$ cat src/rtl/hpsl_pkg.sv
// Constants and carrier types for the host pin, strap and LED block
package hpsl_pkg;
    // Register byte offsets
    localparam logic [7:0] HPSL_OFS_CFLAG = 8'h00;
    localparam logic [7:0] HPSL_OFS_CMASK = 8'h04;
    localparam logic [7:0] HPSL_OFS_SFLAG = 8'h08;
    localparam logic [7:0] HPSL_OFS_SMASK = 8'h0C;
    localparam logic [7:0] HPSL_OFS_STAT = 8'h10;
    // Common event flag bit positions
    localparam int HPSL_EV_CONN = 0;
    localparam int HPSL_EV_DISC = 1;
    localparam int HPSL_EV_RECV = 2;
    localparam int HPSL_EV_TOUT = 3;
    localparam int HPSL_EV_WOL = 4;
    localparam int HPSL_NEV = 5;
    localparam int HPSL_NSOCK = 8;
    // Status register bit positions
    localparam int HPSL_ST_ANEG = 0;
    localparam int HPSL_ST_FDX = 1;
    localparam int HPSL_ST_S100 = 2;
    localparam int HPSL_ST_MODE = 3;
    localparam int HPSL_ST_HIF = 6;
    localparam int HPSL_ST_TEST = 7;
    localparam int HPSL_ST_PDN = 8;
    localparam int HPSL_ST_RDY = 9;
    localparam int HPSL_ST_LINK = 10;
    // Reset values
    localparam logic [HPSL_NEV-1:0] HPSL_CMASK_RST = 5'h00;
    localparam logic [HPSL_NSOCK-1:0] HPSL_SMASK_RST = 8'h00;
    localparam logic [2:0] HPSL_MODE_NORMAL = 3'h7;
    // Timing
    localparam int HPSL_CLK_MHZ = 250;
    localparam int HPSL_SETTLE_MS = 150;
    localparam int HPSL_SETTLE_CYC = HPSL_SETTLE_MS * HPSL_CLK_MHZ * 1000;
    localparam int HPSL_XTAL_MHZ = 25;
    localparam int HPSL_BLINK_MS = 40;
    localparam int HPSL_BLINK_XTAL = HPSL_BLINK_MS * HPSL_XTAL_MHZ * 1000;

    // Strap values caught at reset release
    typedef struct packed {
        logic host_if;
        logic [2:0] mode;
        logic spd100;
        logic full_dup;
        logic autoneg;
    } hpsl_strap_t;

    // Negotiated link state from the PHY logic
    typedef struct packed {
        logic up;
        logic full_dup;
        logic spd100;
        logic activity;
    } hpsl_link_t;
endpackage

$ cat src/rtl/hpsl_top.sv
// Host pins, straps, interrupt and LED logic with an APB register slave
// Overview of operation
// Low hardware reset pin reinitialises the device
// Host holds reset low at least 2us
// Host waits 150ms after release before access
// Serial access only while slave select low
// Interrupt pin low on socket and wake events
// Writing a one to a flag clears it
// Each source has its own mask bit
// Power-down pin high enters power-down mode
// Autoneg strap high enables auto-negotiation
// Duplex strap sampled in reset, high full
// Rate strap sampled in reset, high 100M
// LED pins give mode in reset, 111 normal
// After reset LEDs show link state, active low
// Timing derived from 25MHz crystal input; only the blink uses it, the settle count runs on mclk
// Straps caught at reset release, held after
// Interrupt low while any unmasked flag set
// LED pins drive only after reset release
`timescale 1ns/100ps
`default_nettype none
module hpsl_top
    import hpsl_pkg::*;
#(
    parameter int SETTLE_CYCLES = HPSL_SETTLE_CYC,
    parameter int BLINK_EDGES = HPSL_BLINK_XTAL
) (
    // Clock and reset
    input wire logic mclk,
    input wire logic rst,
    // APB slave
    input wire logic psel,
    input wire logic penable,
    input wire logic pwrite,
    input wire logic [7:0] paddr,
    input wire logic [31:0] pwdata,
    output logic [31:0] prdata,
    output logic pready,
    output logic pslverr,
    // Host pins
    input wire logic hw_reset_bar,
    input wire logic slave_select_bar,
    input wire logic power_down_pin,
    output logic irq_out_bar,
    // Strap pins
    input wire logic autoneg_strap,
    input wire logic link_mode_strap,
    input wire logic rate_strap,
    input wire logic host_if_enable_strap,
    // LED and mode pins
    input wire logic duplex_led_strap_hi_i,
    output logic duplex_led_strap_hi_o,
    output logic duplex_led_strap_hi_oe,
    input wire logic rate_led_strap_mid_i,
    output logic rate_led_strap_mid_o,
    output logic rate_led_strap_mid_oe,
    input wire logic link_led_strap_lo_i,
    output logic link_led_strap_lo_o,
    output logic link_led_strap_lo_oe,
    // Crystal
    input wire logic crystal_in,
    output logic crystal_out,
    // Internal events and link state
    input wire logic [HPSL_NEV-1:0] evt_pulse,
    input wire logic [HPSL_NSOCK-1:0] sock_evt_pulse,
    input wire hpsl_link_t link_state,
    // Internal controls
    output hpsl_strap_t strap_cfg,
    output logic test_mode,
    output logic power_down,
    output logic spi_accept,
    output logic dev_reset
);

    // Two-stage synchronisers for all pins
    localparam int NPIN = 11;
    logic [NPIN-1:0] pin_raw;
    logic [NPIN-1:0] sync1_r;
    logic [NPIN-1:0] sync2_r;
    logic [NPIN-1:0] sync1_nxt;
    logic [NPIN-1:0] sync2_nxt;
    assign pin_raw = {slave_select_bar, crystal_in, link_led_strap_lo_i,
                      rate_led_strap_mid_i, duplex_led_strap_hi_i,
                      host_if_enable_strap, rate_strap, link_mode_strap,
                      autoneg_strap, power_down_pin, hw_reset_bar};

    always_comb begin
        sync1_nxt = pin_raw;
        sync2_nxt = sync1_r;
    end

    always_ff @(posedge mclk) begin
        if (rst) begin
            sync1_r <= {NPIN{1'b1}};
            sync2_r <= {NPIN{1'b1}};
        end else begin
            sync1_r <= sync1_nxt;
            sync2_r <= sync2_nxt;
        end
    end

    logic hw_reset_bar_s;
    logic pdn_s;
    logic xtal_s;
    logic [2:0] mode_s;
    assign hw_reset_bar_s = sync2_r[0];
    assign pdn_s = sync2_r[1];
    assign mode_s = {sync2_r[6], sync2_r[7], sync2_r[8]};
    assign xtal_s = sync2_r[9];

    // Device reset tracking, strap capture and settle count
    logic in_rst_r;
    logic in_rst_nxt;
    hpsl_strap_t strap_r;
    hpsl_strap_t strap_nxt;
    logic [31:0] settle_r;
    logic [31:0] settle_nxt;
    logic ready_r;
    logic ready_nxt;

    always_comb begin
        in_rst_nxt = ~hw_reset_bar_s;
        strap_nxt = strap_r;
        settle_nxt = settle_r;
        ready_nxt = ready_r;
        if (in_rst_r && hw_reset_bar_s) begin
            // Release edge: catch straps and mode pins
            strap_nxt.autoneg = sync2_r[2];
            strap_nxt.full_dup = sync2_r[3];
            strap_nxt.spd100 = sync2_r[4];
            strap_nxt.host_if = sync2_r[5];
            strap_nxt.mode = mode_s;
        end
        if (in_rst_r) begin
            settle_nxt = 32'h0000_0000;
            ready_nxt = 1'b0;
        end else if (!ready_r) begin
            if (settle_r >= 32'(SETTLE_CYCLES - 1)) begin
                ready_nxt = 1'b1;
            end else begin
                settle_nxt = settle_r + 32'h0000_0001;
            end
        end
    end

    always_ff @(posedge mclk) begin
        if (rst) begin
            in_rst_r <= 1'b1;
            strap_r <= '0;
            settle_r <= 32'h0000_0000;
            ready_r <= 1'b0;
        end else begin
            in_rst_r <= in_rst_nxt;
            strap_r <= strap_nxt;
            settle_r <= settle_nxt;
            ready_r <= ready_nxt;
        end
    end

    logic dev_rst;
    assign dev_rst = rst | in_rst_r;

    // Crystal edge count gives the blink tick
    logic xtal_d_r;
    logic [31:0] xcnt_r;
    logic [31:0] xcnt_nxt;
    logic blink_r;
    logic blink_nxt;
    always_comb begin
        xcnt_nxt = xcnt_r;
        blink_nxt = blink_r;
        if (xtal_s && !xtal_d_r) begin
            if (xcnt_r >= 32'(BLINK_EDGES - 1)) begin
                xcnt_nxt = 32'h0000_0000;
                blink_nxt = ~blink_r;
            end else begin
                xcnt_nxt = xcnt_r + 32'h0000_0001;
            end
        end
    end

    always_ff @(posedge mclk) begin
        if (dev_rst) begin
            xtal_d_r <= 1'b0;
            xcnt_r <= 32'h0000_0000;
            blink_r <= 1'b0;
        end else begin
            xtal_d_r <= xtal_s;
            xcnt_r <= xcnt_nxt;
            blink_r <= blink_nxt;
        end
    end

    // Event flags, masks and APB slave
    logic [HPSL_NEV-1:0] cflag_r;
    logic [HPSL_NEV-1:0] cflag_nxt;
    logic [HPSL_NEV-1:0] cmask_r;
    logic [HPSL_NEV-1:0] cmask_nxt;
    logic [HPSL_NSOCK-1:0] sflag_r;
    logic [HPSL_NSOCK-1:0] sflag_nxt;
    logic [HPSL_NSOCK-1:0] smask_r;
    logic [HPSL_NSOCK-1:0] smask_nxt;
    logic [31:0] rdata_nxt;
    logic rdy_nxt;
    logic err_nxt;
    logic wr_ok;
    logic [31:0] stat_w;

    function automatic logic mapped(input logic [7:0] a);
        mapped = (a == HPSL_OFS_CFLAG) || (a == HPSL_OFS_CMASK) ||
                 (a == HPSL_OFS_SFLAG) || (a == HPSL_OFS_SMASK) ||
                 (a == HPSL_OFS_STAT);
    endfunction

    always_comb begin
        stat_w = 32'h0000_0000;
        stat_w[HPSL_ST_ANEG] = strap_r.autoneg;
        stat_w[HPSL_ST_FDX] = strap_r.full_dup;
        stat_w[HPSL_ST_S100] = strap_r.spd100;
        stat_w[HPSL_ST_MODE +: 3] = strap_r.mode;
        stat_w[HPSL_ST_HIF] = strap_r.host_if;
        stat_w[HPSL_ST_TEST] = (strap_r.mode != HPSL_MODE_NORMAL);
        stat_w[HPSL_ST_PDN] = pdn_s;
        stat_w[HPSL_ST_RDY] = ready_r;
        stat_w[HPSL_ST_LINK] = link_state.up;
    end

    always_comb begin
        wr_ok = psel && penable && pready && pwrite && !pslverr;
        cflag_nxt = cflag_r;
        cmask_nxt = cmask_r;
        sflag_nxt = sflag_r;
        smask_nxt = smask_r;
        // Write one to clear; a new event in the same cycle wins
        if (wr_ok && paddr == HPSL_OFS_CFLAG) begin
            cflag_nxt = cflag_r & ~pwdata[HPSL_NEV-1:0];
        end else if (wr_ok && paddr == HPSL_OFS_CMASK) begin
            cmask_nxt = pwdata[HPSL_NEV-1:0];
        end else if (wr_ok && paddr == HPSL_OFS_SFLAG) begin
            sflag_nxt = sflag_r & ~pwdata[HPSL_NSOCK-1:0];
        end else if (wr_ok && paddr == HPSL_OFS_SMASK) begin
            smask_nxt = pwdata[HPSL_NSOCK-1:0];
        end
        cflag_nxt = cflag_nxt | evt_pulse;
        sflag_nxt = sflag_nxt | sock_evt_pulse;
        // One wait state: ready and data registered for the second access cycle
        rdy_nxt = psel && penable && !pready;
        err_nxt = rdy_nxt && !mapped(paddr);
        rdata_nxt = 32'h0000_0000;
        if (rdy_nxt && !pwrite) begin
            if (paddr == HPSL_OFS_CFLAG) begin
                rdata_nxt[HPSL_NEV-1:0] = cflag_r;
            end else if (paddr == HPSL_OFS_CMASK) begin
                rdata_nxt[HPSL_NEV-1:0] = cmask_r;
            end else if (paddr == HPSL_OFS_SFLAG) begin
                rdata_nxt[HPSL_NSOCK-1:0] = sflag_r;
            end else if (paddr == HPSL_OFS_SMASK) begin
                rdata_nxt[HPSL_NSOCK-1:0] = smask_r;
            end else if (paddr == HPSL_OFS_STAT) begin
                rdata_nxt = stat_w;
            end
        end
    end

    always_ff @(posedge mclk) begin
        if (dev_rst) begin
            cflag_r <= '0;
            cmask_r <= HPSL_CMASK_RST;
            sflag_r <= '0;
            smask_r <= HPSL_SMASK_RST;
            prdata <= 32'h0000_0000;
            pready <= 1'b0;
            pslverr <= 1'b0;
        end else begin
            cflag_r <= cflag_nxt;
            cmask_r <= cmask_nxt;
            sflag_r <= sflag_nxt;
            smask_r <= smask_nxt;
            prdata <= rdata_nxt;
            pready <= rdy_nxt;
            pslverr <= err_nxt;
        end
    end

    // Registered pin and control outputs
    logic irq_nxt;
    logic [2:0] led_o_nxt;
    logic led_oe_nxt;
    logic acc_nxt;
    always_comb begin
        irq_nxt = ~(|(cflag_r & cmask_r) | |(sflag_r & smask_r));
        led_oe_nxt = ~in_rst_r;
        led_o_nxt[2] = ~link_state.full_dup;
        led_o_nxt[1] = ~link_state.spd100;
        led_o_nxt[0] = ~link_state.up |
                       (link_state.activity & blink_r);
        acc_nxt = ~sync2_r[10] & ~pdn_s & ~in_rst_r;
    end

    always_ff @(posedge mclk) begin
        if (dev_rst) begin
            irq_out_bar <= 1'b1;
            duplex_led_strap_hi_o <= 1'b1;
            rate_led_strap_mid_o <= 1'b1;
            link_led_strap_lo_o <= 1'b1;
            duplex_led_strap_hi_oe <= 1'b0;
            rate_led_strap_mid_oe <= 1'b0;
            link_led_strap_lo_oe <= 1'b0;
            spi_accept <= 1'b0;
            power_down <= 1'b0;
            test_mode <= 1'b0;
            strap_cfg <= '0;
            crystal_out <= 1'b0;
            dev_reset <= 1'b1;
        end else begin
            irq_out_bar <= irq_nxt;
            duplex_led_strap_hi_o <= led_o_nxt[2];
            rate_led_strap_mid_o <= led_o_nxt[1];
            link_led_strap_lo_o <= led_o_nxt[0];
            duplex_led_strap_hi_oe <= led_oe_nxt;
            rate_led_strap_mid_oe <= led_oe_nxt;
            link_led_strap_lo_oe <= led_oe_nxt;
            spi_accept <= acc_nxt;
            power_down <= pdn_s;
            test_mode <= (strap_r.mode != HPSL_MODE_NORMAL);
            strap_cfg <= strap_r;
            crystal_out <= ~xtal_s;
            dev_reset <= in_rst_r;
        end
    end

endmodule
`default_nettype wire

$ cat config.mk
export PLATFORM = sky130hd
export DESIGN_NAME = hpsl_top
export DESIGN_NICKNAME = d
export VERILOG_FILES = /design/src/rtl/hpsl_pkg.sv /design/src/rtl/hpsl_top.sv
export SDC_FILE = /design/constraint.sdc
export NUM_CORES = 1
export LEC_CHECK = 0
export ABC_CLOCK_PERIOD_IN_PS = 1900
export BUFFER_PORTS_ARGS = -buffer_cell sky130_fd_sc_hd__buf_4
export CAP_MARGIN = 20
export CORE_UTILIZATION = 35
export CTS_CLUSTER_DIAMETER = 150
export CTS_CLUSTER_SIZE = 10
export DETAILED_ROUTE_END_ITERATION = 16
export SYNTH_ARGS = -nofsm -noshare
export SYNTH_HDL_FRONTEND = slang
export SYNTH_SLANG_ARGS = --single-unit
$ cat constraint.sdc
create_clock -name mclk -period 1.9 [get_ports mclk]
set_input_delay 0.19 -clock mclk [delete_from_list [all_inputs] [get_ports mclk]]
set_output_delay 0.19 -clock mclk [all_outputs]
set_load 0.1 [all_outputs]
==> impl_metrics.json <==
{
  "fin_ws_ns": -0.0415,
  "leakagePower_uw": 0.00343,
  "use_met3_pct": 4.23,
  "ys_ff_latch": 153,
  "crit_required_ns": 2.27,
  "power.density_nw_per_um2": 848,
  "port_buffers": 80,
  "drv_cap": 0,
  "yosysSeqAreaShare_pct": 47.6,
  "hold_violations": 0,
  "critical_path_class": "register to register",
  "maxSlewViolCount": 0,
  "pwr-share-clk_pct": 45.3,
  "die_h_um": 138,
  "met1_usage_pct": 23.0,
  "worstHoldStart": "evt_pulse[3]",
  "busiest_layer": "met2",
  "initial_core_util_pct": 35.8,
  "route.vias.total": 5640,
  "cts_tree": "built",
  "rr_endpoint": "settle_r[20]$_SDFFE_PP0P_",
  "period_needed_ns": 1.94,
  "irDropWorstVdd_uv": 620,
  "core_area_um2": 18000,
  "placed_area_um2": 7610,
  "grt_use_met2_pct": 26.5,
  "start_kind": "register",
  "grt_max_degree": 37,
  "overflow": 0,
  "nets": 958,
  "p_comb_share_pct": 9.4,
  "syn_inst": 728,
  "synthArstFlopShare_pct": 0,
  "worst_slew_pin_slew_ns": 0.582,
  "wl_per_cell_um": 13.9,
  "timing.rr.start": "settle_r[24]$_SDFFE_PP0P_",
  "die_area_um2": 18900,
  "die_w_um": 138,
  "h-tree-depth": 4,
  "path_buf_inv": 0,
  "path_delay_family": "simple AND/OR/NAND/NOR gates",
  "fin_area_um2": 8620,
  "status": "finished, violations left",
  "reg2reg_slack_ns": -0.04,
  "critPathMaxStageDelay_ns": 0.52,
  "swShare_pct": 26.7,
  "setup_viol": 3,
  "clk_pin_slew_worst_paths_ns": 0.07,
  "syn_avg_cell_area_um2": 8.84,
  "r2r_cells": 5,
  "routed_wl_mm": 15.7,
  "grt_usage_pct": 17.2,
  "violations": "setup timing",
  "synth.distinct_cells": 56,
  "clk-insertion-delay-late_ns": 0.43,
  "dp_hpwl_mm": 10.6,
  "cts_root_buffer": "clkbuf_16",
  "crit_slowest_cell": "or4_4",
  "clock_path_buffers": 2,
  "holdWs_ns": 0.0213,
  "rsz0062_at_grt": "yes",
  "place_ws_ns": -0.143,
  "ant_nets": 0,
  "pwr-share-seq_pct": 45.4,
  "end_kind": "register",
  "synth-edff-count": 0,
  "worstPathMaxFanout": 7,
  "grt_antenna_before_repair": 0,
  "grt_first_pass_wirelength_mm": 25.2,
  "power_switching_uw": 1960,
  "io_pins": 126,
  "fmax_ghz": 0.515,
  "drt_iter0_drc": 340,
  "rows": 49,
  "gp_congestion": 0.832,
  "area_delta_synth_final_pct": 34.0,
  "route.detailed.drc": 0,
  "cts_sinks": 153,
  "synth.cell_area_um2": 6430,
  "first_pass_iters": 5,
  "slew_headroom_pct": 60.8,
  "crit_chain": "or3_4, o21a_1, or4_4, or3_1, a21oi_2",
  "skew_ns": 0.00857,
  "holdPathEnd": "cflag_r[3]$_SDFF_PP0_",
  "synth_flop_cell": "dfxtp_1",
  "crit_arrival_ns": 2.31,
  "cts_buffers": 17,
  "via_per_inst": 5.01,
  "grt_pass1_vias": 5115,
  "drive_gt1_share_pct": 26.7,
  "n_antenna_cell": 0,
  "timing.final.crit_share_pct": 102,
  "intPower_uw": 5360,
  "hp-class": "input pin to register",
  "holdPathStages": 3,
  "ys.warnings.count": 0
}
[power by group through the flow]
stage	combinational, µW	sequential (µW)	clock (µW)
2_1_floorplan	401	3470	0
3_3_place_gp	638	3390	0
6_report	686	3320	3310
4_1_cts	687	3320	3370
3_5_place_dp	640	3390	0
5_1_grt	726	3320	3550
[cells in the final DEF (no fill, tap or decap), types with 4 or more instances in the layout]
master	n
dfxtp_1	147
buf_4	140
nand2_1	67
nor2_1	63
a21oi_1	37
nand3_1	35
dlygate4sd3_1	28
xor2_1	24
or2_2	23
nand4_1	23
and2_1	22
conb_1	21
o21ai_0	17
clkbuf_16	17
nor3_1	16
and4_1	12
o21a_1	12
inv_1	11
mux2i_1	10
nor4_1	9
and3_1	9
a21boi_0	9
or3_1	9
a22oi_1	8
a31oi_1	8
nor2b_1	7
xnor2_1	7
nor4_2	7
dfxtp_2	6
nand2b_1	5
a2bb2oi_1	5
a32o_1	5
a31o_2	5
o31ai_1	5
or4_1	4
o211ai_1	4
inv_6	4
[worst register-to-register path: stages (launching register included)]
cell	delay (ns)
dfxtp_1	0.31
or3_4	0.39
o21a_1	0.20
or4_4	0.52
or3_1	0.34
a21oi_2	0.12
[synthesized netlist by cell type, types with 4 or more instances]
master,count,area (µm²)
dfxtp_1,153,3060
nand2_1,68,255
nor2_1,63,236
a21oi_1,39,195
nand3_1,36,180
clkbuf_1,31,116
xor2_1,24,210
buf_4,23,173
nand4_1,23,144
or2_2,23,144
and2_1,22,138
nor3_1,17,85.1
nor4_1,17,106
o21ai_0,17,85.1
and4_1,13,114
o21a_1,13,97.6
inv_1,11,41.3
or3_1,11,68.8
mux2i_1,10,100
a21boi_0,9,67.6
and3_1,9,56.3
a22oi_1,8,60.1
a31oi_1,8,50.1
nor2b_1,7,43.8
xnor2_1,7,61.3
a2bb2oi_1,5,43.8
a31o_2,5,43.8
a32o_1,5,50.1
nand2b_1,5,31.3
o31ai_1,5,37.5
or4_1,5,37.5
o211ai_1,4,30.0
[area by class of cell]
type / count / area (µm²)
fill: 1685 / 9340
multi-input combinational: 528 / 3240
sequential: 153 / 3070
timing repair buffer: 172 / 1400
clock buffer: 18 / 439
tap: 229 / 287
clock inverter: 14 / 138
inverter: 11 / 41.3
[routing by layer]
metal / vias up / part of all wire (%)
met4: 0 / 1.5
met1: 2615 / 47
met2: 155 / 47
li1: 2852 / -
met3: 18 / 5.1
met5: - / 0
[worst max path at each step]
stage / startpoint / end / cells after the start / slack (ns)
2_1_floorplan: settle_r[24]$_SDFFE_PP0P_ / settle_r[24]$_SDFFE_PP0P_ / 6 / -0.1
3_3_place_gp: settle_r[24]$_SDFFE_PP0P_ / settle_r[24]$_SDFFE_PP0P_ / 5 / -0.13
3_5_place_dp: settle_r[24]$_SDFFE_PP0P_ / settle_r[24]$_SDFFE_PP0P_ / 5 / -0.14
4_1_cts: settle_r[24]$_SDFFE_PP0P_ / settle_r[24]$_SDFFE_PP0P_ / 5 / -0.03
5_1_grt: settle_r[24]$_SDFFE_PP0P_ / settle_r[20]$_SDFFE_PP0P_ / 5 / -0.1
6_report: settle_r[24]$_SDFFE_PP0P_ / settle_r[20]$_SDFFE_PP0P_ / 5 / -0.04
[per-stage QoR]
| stage | std cells | setup TNS [ns] | utilization [%] | total power (µW) |
|---|---|---|---|---|
| final | 1125 | -0.105 | 48.0 | 7310 |
| after global routing | 1125 | -0.303 | 48.0 | 7600 |
| after CTS | 1124 | -0.0852 | 47.5 | 7380 |
| after detailed placement | 1063 | -0.661 | 42.4 | 4030 |
| after global placement | 1063 | -0.462 | 42.4 | 4030 |
| after floorplan | 748 | -0.337 | - | 3880 |
[sequential cells by signal, indices dropped and copies added, names as in the netlist, 7 cells and up]
signal and cells:
settle_r 32, xcnt_r 32, prdata 11, sync1_r 11, sync2_r 11, sflag_r 8
smask_r 8, stat_w 7, strap_cfg 7
[logic make-up after synthesis]
kind of cell | count (synthesis) | synth area share [%]
AOI/OAI and AO/OA | 129 | 13.3
and+or+nand+nor | 334 | 27.4
DFF | 153 | 47.6
other | 1 | 0.0583
xor gates and xnor gates | 31 | 4.22
buffers and inverters | 67 | 5.27
adders and majority gates | 2 | 0.389
muxes | 11 | 1.73
[timing repair]
action	4_1_cts	5_1_grt
setup endpoints to repair	12	19
buffers inserted	1	1
gates resized for setup	10	21
hold buffers	28	0
hold endpoints to repair	28	0
pin swaps	1	5
(Power assumes the default switching activity.)
